`src/stmh_defs.svh`:
```
`ifndef STMH_DEFS_SVH
`define STMH_DEFS_SVH

// homing option bit positions and reset value
`define STMH_HO_REV 0
`define STMH_HO_REF1 4
`define STMH_HO_REF2 5
`define STMH_HO_RST 8'h30

// referencing velocities: 500 toward the cam, 50 away from it
`define STMH_VAP_RST 16'h01f4
`define STMH_VRE_RST 16'h0032
`define STMH_RPOS_RST 16'h0000

// per-target defaults: position 0, velocity and acceleration 2047
`define STMH_TPOS_RST 32'h0000_0000
`define STMH_TGT_RST 16'h07ff

// feature config word bit positions and reset value
`define STMH_FC_CTAB 7
`define STMH_FC_SHOW 10
`define STMH_FC_GLO 12
`define STMH_FC_GHI 13
`define STMH_FC_FILT 14
`define STMH_FC_CNT 15
`define STMH_FC_RST 16'h4000

// microstep size codes: 0 is 1/64 up to 6 which is full step
`define STMH_MSS_64 3'h0
`define STMH_MSS_MAX 3'h6

// drive status and control word bit positions
`define STMH_SW_DONE 0
`define STMH_SW_BUSY 1
`define STMH_SW_C 6
`define STMH_SW_G 7
`define STMH_CW_LATCH 6

// encoder input filter settle time
`define STMH_CLK_MHZ 100
`define STMH_FILT_NS 50
`define STMH_FILT_CYC ((`STMH_FILT_NS * `STMH_CLK_MHZ + 999) / 1000)

`endif

```
`src/stmh_pkg.sv`:
```
package stmh_pkg;

    typedef enum logic [1:0] {
        HS_IDLE,
        HS_SEEK,
        HS_LEAVE
    } stmh_home_st_t;

    typedef enum logic [2:0] {
        TS_TPOS_LO,
        TS_TPOS_HI,
        TS_TVEL,
        TS_TACC,
        TS_CTAB
    } stmh_tbl_sel_t;

    typedef struct packed {
        logic [7:0] opts;
        logic [15:0] v_app;
        logic [15:0] v_ret;
        logic [15:0] rpos_lo;
        logic [15:0] rpos_hi;
    } stmh_home_cfg_t;

    typedef struct packed {
        logic a;
        logic b;
        logic c;
        logic gate;
    } stmh_enc_t;

    typedef struct packed {
        logic run;
        logic dir;
        logic [15:0] vel;
    } stmh_home_drv_t;

    typedef struct packed {
        logic go;
        logic [31:0] tgt;
        logic [15:0] vel;
        logic [15:0] acc;
    } stmh_move_t;

endpackage

```
`src/stmh_glitch_filt.sv`:
```
`timescale 1ns/1ps
// passes a level only after it has held steady for CYC cycles
module stmh_glitch_filt #(
    parameter int CYC = 5
) (
    input wire logic clk_sys,
    input wire logic rst_n,
    input wire logic din,
    input wire logic bypass,
    output logic dout
);
    typedef struct packed {
        logic [7:0] cnt;
        logic val;
    } stmh_filt_st_t;

    stmh_filt_st_t r;
    stmh_filt_st_t next_r;

    // restart the count on every change, accept when it runs out
    always_comb begin
        next_r = r;
        if (din == r.val) begin
            next_r.cnt = 8'h00;
        end else if (r.cnt >= 8'(CYC - 1)) begin
            next_r.val = din;
            next_r.cnt = 8'h00;
        end else begin
            next_r.cnt = r.cnt + 8'h01;
        end
    end

    always_ff @(posedge clk_sys or negedge rst_n) begin
        if (!rst_n) begin
            r <= '0;
        end else begin
            r <= next_r;
        end
    end

    // bypass trades glitch immunity for lower latency
    assign dout = bypass ? din : r.val;
endmodule

```
`src/stmh_quarter_map.sv`:
```
`timescale 1ns/1ps
// maps an electrical phase to a coil current magnitude and sign
module stmh_quarter_map (
    input wire logic [7:0] phase,
    input wire logic [63:0][3:0] user_tab,
    input wire logic use_user,
    output logic [3:0] mag,
    output logic neg
);
    logic [5:0] idx;

    // coarse internal sine, one entry per four fine steps
    function automatic logic [3:0] sine_q(input logic [3:0] k);
        logic [63:0] lut;
        lut = 64'hffed_dccb_a876_4310;
        return lut[k*4 +: 4];
    endfunction

    // odd quarters run backward, the second half flips sign
    always_comb begin
        idx = phase[6] ? ~phase[5:0] : phase[5:0];
        neg = phase[7];
        mag = use_user ? user_tab[idx] : sine_q(idx[5:2]);
    end
endmodule

```
`src/stmh_top.sv`:
```
`timescale 1ns/1ps
`include "stmh_defs.svh"
module stmh_top #(
    parameter int NTGT = 16,
    parameter int VW = 16
) (
    input wire logic clk_sys,
    input wire logic rst_n,
    input wire logic path_mode,
    input wire logic cfg_we,
    input wire stmh_pkg::stmh_home_cfg_t home_cfg,
    input wire logic [15:0] feature_config_word,
    input wire logic [2:0] microstep_size_select,
    input wire logic tbl_we,
    input wire logic tbl_re,
    input wire stmh_pkg::stmh_tbl_sel_t tbl_sel,
    input wire logic [3:0] tbl_idx,
    input wire logic [15:0] tbl_wdata,
    output logic [15:0] tbl_rdata,
    input wire logic home_start,
    input wire logic ref_in1,
    input wire logic ref_in2,
    output stmh_pkg::stmh_home_drv_t home_drv,
    output logic pos_load,
    output logic [31:0] pos_load_val,
    input wire logic move_start,
    input wire logic [3:0] move_idx,
    output stmh_pkg::stmh_move_t move,
    input wire stmh_pkg::stmh_enc_t enc_in,
    input wire logic [15:0] drive_control_word,
    output logic [7:0] drive_status_word,
    output logic [31:0] enc_count,
    input wire logic step_pulse,
    input wire logic step_dir,
    output logic [4:0] coil_a,
    output logic [4:0] coil_b
);
    typedef struct packed {
        stmh_pkg::stmh_home_st_t hs;
        stmh_pkg::stmh_home_cfg_t hc;
        logic [15:0] fcw;
        logic [2:0] mss;
        logic [NTGT-1:0][31:0] tpos;
        logic [NTGT-1:0][VW-1:0] tvel;
        logic [NTGT-1:0][VW-1:0] tacc;
        logic [15:0][15:0] ctab;
        logic a_q;
        logic [31:0] cnt;
        logic [7:0] phase;
        logic done;
        logic [15:0] rdata;
        stmh_pkg::stmh_home_drv_t hd;
        logic pload;
        logic [31:0] pval;
        stmh_pkg::stmh_move_t mv;
        logic [7:0] sw;
        logic [4:0] ca;
        logic [4:0] cb;
    } stmh_st_t;

    stmh_st_t r;
    stmh_st_t next_r;
    stmh_st_t rst_val;

    stmh_pkg::stmh_enc_t ef;
    logic cam;
    logic blocked;
    logic a_rise;
    logic cnt_en;
    logic use_user;
    logic [7:0] step_inc;
    logic [3:0] mag_a;
    logic [3:0] mag_b;
    logic neg_a;
    logic neg_b;

    // filter each encoder line; clearing the filter bit bypasses it
    stmh_glitch_filt #(.CYC(`STMH_FILT_CYC)) u_fa (
        .clk_sys(clk_sys), .rst_n(rst_n), .din(enc_in.a),
        .bypass(!r.fcw[`STMH_FC_FILT]), .dout(ef.a));
    stmh_glitch_filt #(.CYC(`STMH_FILT_CYC)) u_fb (
        .clk_sys(clk_sys), .rst_n(rst_n), .din(enc_in.b),
        .bypass(!r.fcw[`STMH_FC_FILT]), .dout(ef.b));
    stmh_glitch_filt #(.CYC(`STMH_FILT_CYC)) u_fc (
        .clk_sys(clk_sys), .rst_n(rst_n), .din(enc_in.c),
        .bypass(!r.fcw[`STMH_FC_FILT]), .dout(ef.c));
    stmh_glitch_filt #(.CYC(`STMH_FILT_CYC)) u_fg (
        .clk_sys(clk_sys), .rst_n(rst_n), .din(enc_in.gate),
        .bypass(!r.fcw[`STMH_FC_FILT]), .dout(ef.gate));

    // coil b leads coil a by a quarter period
    stmh_quarter_map u_qa (
        .phase(r.phase), .user_tab(r.ctab), .use_user(use_user),
        .mag(mag_a), .neg(neg_a));
    stmh_quarter_map u_qb (
        .phase(r.phase + 8'h40), .user_tab(r.ctab), .use_user(use_user),
        .mag(mag_b), .neg(neg_b));

    // reset image: all documented defaults
    always_comb begin
        rst_val = '0;
        rst_val.hs = stmh_pkg::HS_IDLE;
        rst_val.hc.opts = `STMH_HO_RST;
        rst_val.hc.v_app = `STMH_VAP_RST;
        rst_val.hc.v_ret = `STMH_VRE_RST;
        rst_val.hc.rpos_lo = `STMH_RPOS_RST;
        rst_val.hc.rpos_hi = `STMH_RPOS_RST;
        rst_val.fcw = `STMH_FC_RST;
        rst_val.mss = `STMH_MSS_64;
        for (int i = 0; i < NTGT; i++) begin
            rst_val.tpos[i] = `STMH_TPOS_RST;
            rst_val.tvel[i] = VW'(`STMH_TGT_RST);
            rst_val.tacc[i] = VW'(`STMH_TGT_RST);
        end
    end

    // cam seen only on enabled reference inputs
    assign cam = (r.hc.opts[`STMH_HO_REF1] & ref_in1)
        | (r.hc.opts[`STMH_HO_REF2] & ref_in2);
    // each gate bit blocks at its own level; both block always
    assign blocked = (r.fcw[`STMH_FC_GHI] & ef.gate)
        | (r.fcw[`STMH_FC_GLO] & !ef.gate);
    assign a_rise = ef.a & !r.a_q;
    assign cnt_en = r.fcw[`STMH_FC_CNT] & a_rise & ef.c & !blocked;
    // the user table only applies at the finest step size
    assign use_user = r.fcw[`STMH_FC_CTAB]
        & (r.mss == `STMH_MSS_64);
    // 64 fine steps per quarter divided by two per size code
    assign step_inc = 8'h01 << r.mss;

    // next-state logic for configuration, homing, moves, encoder and phase
    always_comb begin
        next_r = r;
        next_r.pload = 1'b0;
        next_r.mv.go = 1'b0;
        next_r.a_q = ef.a;

        // configuration load from the host side
        if (cfg_we) begin
            next_r.hc = home_cfg;
            next_r.fcw = feature_config_word;
            if (microstep_size_select <= `STMH_MSS_MAX) begin
                next_r.mss = microstep_size_select;
            end
        end

        // table writes; positions split over two halves
        if (tbl_we) begin
            unique case (tbl_sel)
                stmh_pkg::TS_TPOS_LO: next_r.tpos[tbl_idx][15:0] = tbl_wdata;
                stmh_pkg::TS_TPOS_HI: next_r.tpos[tbl_idx][31:16] = tbl_wdata;
                stmh_pkg::TS_TVEL: next_r.tvel[tbl_idx] = VW'(tbl_wdata);
                stmh_pkg::TS_TACC: next_r.tacc[tbl_idx] = VW'(tbl_wdata);
                stmh_pkg::TS_CTAB: next_r.ctab[tbl_idx] = tbl_wdata;
                default: next_r.ctab = r.ctab;
            endcase
        end

        // readback; the current table holds four 4-bit steps a word
        if (tbl_re) begin
            unique case (tbl_sel)
                stmh_pkg::TS_TPOS_LO: next_r.rdata = r.tpos[tbl_idx][15:0];
                stmh_pkg::TS_TPOS_HI: next_r.rdata = r.tpos[tbl_idx][31:16];
                stmh_pkg::TS_TVEL: next_r.rdata = 16'(r.tvel[tbl_idx]);
                stmh_pkg::TS_TACC: next_r.rdata = 16'(r.tacc[tbl_idx]);
                stmh_pkg::TS_CTAB: next_r.rdata = r.ctab[tbl_idx];
                default: next_r.rdata = 16'h0000;
            endcase
        end

        // homing sequence: seek the cam, then back off it
        unique case (r.hs)
            stmh_pkg::HS_IDLE: begin
                if (home_start && path_mode) begin
                    next_r.hs = stmh_pkg::HS_SEEK;
                    next_r.done = 1'b0;
                    next_r.hd.run = 1'b1;
                    next_r.hd.dir = r.hc.opts[`STMH_HO_REV];
                    next_r.hd.vel = r.hc.v_app;
                end
            end
            stmh_pkg::HS_SEEK: begin
                if (cam) begin
                    next_r.hs = stmh_pkg::HS_LEAVE;
                    next_r.hd.dir = !r.hc.opts[`STMH_HO_REV];
                    next_r.hd.vel = r.hc.v_ret;
                end
            end
            stmh_pkg::HS_LEAVE: begin
                if (!cam) begin
                    next_r.hs = stmh_pkg::HS_IDLE;
                    next_r.hd.run = 1'b0;
                    next_r.done = 1'b1;
                    next_r.pload = 1'b1;
                    next_r.pval = {r.hc.rpos_hi, r.hc.rpos_lo};
                end
            end
            default: next_r.hs = stmh_pkg::HS_IDLE;
        endcase

        // leaving path mode aborts homing at once
        if (!path_mode) begin
            next_r.hs = stmh_pkg::HS_IDLE;
            next_r.hd.run = 1'b0;
            next_r.pload = 1'b0;
        end

        // target move hand-off, refused while homing runs
        if (move_start && path_mode && r.hs == stmh_pkg::HS_IDLE && !home_start) begin
            next_r.mv.go = 1'b1;
            next_r.mv.tgt = r.tpos[move_idx];
            next_r.mv.vel = 16'(r.tvel[move_idx]);
            next_r.mv.acc = 16'(r.tacc[move_idx]);
        end

        // up/down count with natural wrap, no saturation
        if (cnt_en) begin
            next_r.cnt = ef.b ? r.cnt + 32'h0000_0001 : r.cnt - 32'h0000_0001;
        end

        // phase snaps to the current step grid as it advances
        if (step_pulse) begin
            next_r.phase = (step_dir ? r.phase - step_inc : r.phase + step_inc)
                & ~(step_inc - 8'h01);
        end
        next_r.ca = {neg_a, mag_a};
        next_r.cb = {neg_b, mag_b};

        // status word; show mode hides latch ack and encoder-off flag
        next_r.sw = 8'h00;
        next_r.sw[`STMH_SW_DONE] = next_r.done;
        next_r.sw[`STMH_SW_BUSY] = next_r.hd.run;
        if (r.fcw[`STMH_FC_SHOW]) begin
            next_r.sw[`STMH_SW_C] = ef.c;
            next_r.sw[`STMH_SW_G] = ef.gate;
        end else begin
            next_r.sw[`STMH_SW_C] = drive_control_word[`STMH_CW_LATCH];
            next_r.sw[`STMH_SW_G] = !r.fcw[`STMH_FC_CNT];
        end
    end

    always_ff @(posedge clk_sys or negedge rst_n) begin
        if (!rst_n) begin
            r <= '0;
            r.hc.opts <= `STMH_HO_RST;
            r.hc.v_app <= `STMH_VAP_RST;
            r.hc.v_ret <= `STMH_VRE_RST;
            r.fcw <= `STMH_FC_RST;
            for (int i = 0; i < NTGT; i++) begin
                r.tvel[i] <= VW'(`STMH_TGT_RST);
                r.tacc[i] <= VW'(`STMH_TGT_RST);
            end
        end else begin
            r <= next_r;
        end
    end

    // all outputs straight from the state register
    assign tbl_rdata = r.rdata;
    assign home_drv = r.hd;
    assign pos_load = r.pload;
    assign pos_load_val = r.pval;
    assign move = r.mv;
    assign drive_status_word = r.sw;
    assign enc_count = r.cnt;
    assign coil_a = r.ca;
    assign coil_b = r.cb;
endmodule

```
`config.mk`:
```
export PLATFORM = sky130hd
export DESIGN_NAME = stmh_top
export DESIGN_NICKNAME = d
export VERILOG_FILES = /design/src/stmh_pkg.sv /design/src/stmh_glitch_filt.sv /design/src/stmh_quarter_map.sv /design/src/stmh_top.sv
export VERILOG_INCLUDE_DIRS = /design/src
export SDC_FILE = /design/constraint.sdc
export NUM_CORES = 2
export LEC_CHECK = 0
export BUFFER_PORTS_ARGS = -buffer_cell sky130_fd_sc_hd__buf_2
export CAP_MARGIN = 20
export CORE_ASPECT_RATIO = 1.1
export CORE_MARGIN = 1.5
export CORE_UTILIZATION = 66
export CTS_BUF_LIST = sky130_fd_sc_hd__clkbuf_8
export CTS_CLUSTER_DIAMETER = 60
export DETAILED_ROUTE_END_ITERATION = 16
export PLACE_DENSITY = 0.92
export SLEW_MARGIN = 25
export SYNTH_ARGS = -nofsm -noshare
export SYNTH_HDL_FRONTEND = slang
export SYNTH_SLANG_ARGS = --single-unit
```
`constraint.sdc`:
```
create_clock -name clk_sys -period 9.1 [get_ports clk_sys]
set_input_delay 0 -clock clk_sys [delete_from_list [all_inputs] [get_ports clk_sys]]
set_output_delay 0 -clock clk_sys [all_outputs]
set_load 0.1 [all_outputs]
```
==> flow_metrics.py <==
metrics = {
    "worst_setup_path": {
        "worstPathRequired_ns": 9.93,
        "setup.worst_path.start_class": "flop",
        "path_cells": "buf_4 > buf_4 > mux4_2 > mux4_2 > mux2_2 > o21ai_1 > nor3_1 > a211o_1",
        "cp_slowest_stage_delay_ns": 1.00,
        "criticalPathCategory": "reg -> reg",
        "cp_slowest_cell": "dfrtp_4",
        "endpoint_kind": "flop",
        "critPathMaxFanout": 83,
        "worstPathArrival_ns": 5.86,
        "critical_path.top_delay_family": "buffers and inverters",
        "crit_buf_inv": 2,
    },
    "timing": {
        "fmax_mhz": 199,
        "max_slew_margin_pct": 22.5,
        "worst_pin_slew_ns": 1.16,
        "skew_ns": 0.0679,
        "setup_viol": 0,
        "hold_viol_final": 0,
        "min_period_ns": 5.03,
        "tns_ns": 0,
        "drv_slew": 0,
        "finalCritPeriodShare_pct": 55.3,
        "rsz0062_at_grt": "false",
    },
    "hold_path": {
        "hp-class": "in -> reg",
    },
    "placement": {
        "place.gp.congestion": 0.912,
        "place_hpwl_um": 145000,
        "dp_cells": 7480,
        "port_buffers": 297,
    },
    "grt": {
        "overflow": 0,
        "grt_max_degree": 195,
        "grt_pass1_vias": 63946,
        "antenna_found_initial": 19,
        "track_usage_pct": 37.6,
        "grt_pass1_wl_um": 390000,
    },
    "power": {
        "finalPower_mw": 22.2,
        "p_int_mw": 13.9,
        "peakVddDrop_mv": 0.379,
        "p_sw_share_pct": 37.1,
        "seqPwrFrac_pct": 38.9,
        "cellLeakagePower_nw": 43.4,
        "comb_power_share_pct": 31.8,
        "p_clk_share_pct": 29.3,
        "switchingPower_mw": 8.24,
        "power.density_nw_per_um2": 224,
    },
    "routing": {
        "vias": 60535,
        "wl_um": 260000,
        "drt_iter0_drc": 7678,
        "drt-vias-per-instance": 7.34,
        "ant_nets": 0,
        "firstDrtPassIters": 8,
        "drt-wirelength-per-cell_um": 31.5,
        "drc": 0,
    },
    "logic_synthesis": {
        "synthArstFlopShare_pct": 100,
        "synth_cell_type_count": 75,
        "synth_area_per_cell_um2": 14.9,
        "ys_ff_latch": 1580,
        "syn_area_um2": 89400,
        "synth_edf_count": 0,
        "ys_seq_area_share_pct": 44.7,
        "synth-warning-count": 0,
        "synthFlopType": "dfrtp_1",
        "synthCells": 6001,
    },
    "finish": {
        "layout-drive-gt1-share_pct": 56.9,
        "multi_input_area_um2": 45600,
        "area.growth.synth_to_final_pct": 10.6,
        "nFillCells": 7393,
        "stdcell_count": 8244,
        "regArea_um2": 40000,
        "nets": 6473,
        "final_util_pct": 73.6,
    },
    "floorplan": {
        "fp.dieH_um": 389,
        "dieWidth_um": 354,
        "rows": 141,
        "initial_core_util_pct": 66.5,
        "dieArea_um2": 138000,
        "io_pins": 332,
        "core_um2": 134000,
    },
    "cts": {
        "ctsResizeCount": 0,
        "clockBufferDepth": 4,
        "clk_pin_slew_ns": 0.07,
        "htree_levels": 5,
        "post-cts-setup-buffers": 0,
        "cts_tree": "yes",
        "numClockSinks": 1580,
        "numCtsBuffers": 275,
        "hold_buffers": 287,
        "clock_latency_ns": 1.01,
        "root_buffer": "clkbuf_8",
    },
    "run": {
        "cap_violations": 0,
    },
    "run_status": {
        "status": "finished clean",
    },
}
## worst paths after layout
check	from	to	slack [ns]	depth (start not counted)
max	r[157]	coil_a[0]	4.07	8
min	move_idx[1]	move[21]	0.07	4
max reg2reg	r[157]	coil_a[0]	4.07	8
min reg2reg	r[1502]	pos_load_val[27]	0.47	1
max in group asynchronous	rst_n	r[780]	7.00	6
min in group asynchronous	rst_n	r[1546]	0.26	3
## stage by stage
stage / cell area (µm²) / hold slack, ns / setup slack [ns]
floorplan: 89500 / -0.296 / 4.42
global placement: 90400 / 0.0456 / 4.29
detailed placement: 90500 / 0.0529 / 4.16
CTS: 98700 / 0.00381 / 4.13
global route: 98900 / 0.0532 / 3.75
finish: 98900 / 0.0702 / 4.07
## worst reg2reg max path, cell delays in order, from the launching register on
cell	delay [ns]
dfrtp_4	1.00
buf_4	0.88
buf_4	0.93
mux4_2	0.63
mux4_2	0.52
mux2_2	0.29
o21ai_1	0.14
nor3_1	0.07
a211o_1	0.38
## metal layers
metal	global-route usage [%]	vias to the layer above	wire, µm
li1	-	23419	-
met1	44.1	31177	85400
met2	58.6	4547	123000
met3	13.3	1370	31400
met4	24.9	22	19300
met5	0.561	-	236
## state kept, by name (all words and copies together), names as in the netlist
register,flops
r,1367
u_fb.r,9
enc_count,32
drive_status_word,4
coil_b,5
u_fa.r,9
coil_a,5
move,65
pos_load_val,32
pos_load,1
home_drv,17
u_fc.r,9
tbl_rdata,16
u_fg.r,9
## layout by cell type, fill, tap and decap left out, drive strengths merged, types with 7 or more instances in the layout
cell         count
and2            13
a211oi          24
nor2           173
a21o            24
inv            133
clkbuf         348
mux4           918
and3            10
nor2b           18
nand4            8
o21ai          112
a21oi          113
xor2            26
nand2          222
ha              60
nor4             9
o22ai           19
o211ai          13
dfstp          364
nand2b          13
conb            24
mux2i          128
a31oi           22
nand3           17
nor3            33
clkinv          17
buf            417
dlygate4sd3    286
or2              7
xnor2           24
dfrtp         1216
a22oi           33
mux2          1517
a311oi           7
## cell families (layout without fill, tap and decap cells)
| kind of cell | Yosys count | count (layout) | synth area share, % |
|---|---|---|---|
| adder cells (fa/ha/maj) | 62 | 62 | 0.884 |
| multiplexers | 2563 | 2563 | 43.7 |
| AO/OA/AOI/OAI | 428 | 428 | 3.01 |
| buffers and inverters | 780 | 1209 | 4.58 |
| XOR/XNOR | 50 | 50 | 0.498 |
| AND/OR/NAND/NOR | 537 | 537 | 2.66 |
| flip-flops | 1580 | 1580 | 44.7 |
| other | 1 | 28 | 0.00419 |
## cells in the mapped netlist, drive strengths merged, types with 6 or more instances
master / n / area, µm²
xor2: 26 / 235
mux2i: 128 / 1280
nor3: 33 / 170
buf: 450 / 2860
nand2b: 13 / 81.3
o22a: 6 / 52.6
ha: 60 / 751
a311oi: 7 / 61.3
and3: 10 / 62.6
nor2b: 18 / 113
dfstp: 364 / 9560
nand3: 17 / 85.1
inv: 37 / 139
nor2: 173 / 672
a22oi: 33 / 248
or2: 7 / 43.8
o211ai: 13 / 97.6
and2: 13 / 81.3
nand2: 222 / 846
a31oi: 22 / 138
a211oi: 24 / 185
dfrtp: 1216 / 30400
xnor2: 24 / 210
o21ai: 112 / 561
o22ai: 19 / 119
a21o: 24 / 180
mux4: 918 / 20700
clkbuf: 293 / 1100
a21oi: 113 / 566
nand4: 8 / 50.1
nor4: 9 / 62.6
mux2: 1517 / 17100
## power groups by stage
| stage | clock network, mW | logic, mW | registers [mW] |
|---|---|---|---|
| 2_1_floorplan | 0 | 5.82 | 8.35 |
| 3_3_place_gp | 0 | 6.50 | 8.56 |
| 3_5_place_dp | 0 | 6.69 | 8.66 |
| 4_1_cts | 6.50 | 6.86 | 8.56 |
| 5_1_grt | 6.84 | 7.37 | 8.70 |
| 6_report | 6.49 | 7.06 | 8.63 |
## final cells by class
cell class / instances / share of cell area (%)
Timing Repair Buffer: 703 / 5.62
Inverter: 37 / 0.142
Multi-Input combinational cell: 3664 / 46.1
Tap cell: 1787 / 2.26
Clock inverter: 121 / 0.578
Clock buffer: 348 / 4.84
Antenna cell: 4 / 0.0101
Sequential cell: 1580 / 40.4
Note: power is estimated with default switching activity, not from simulation.
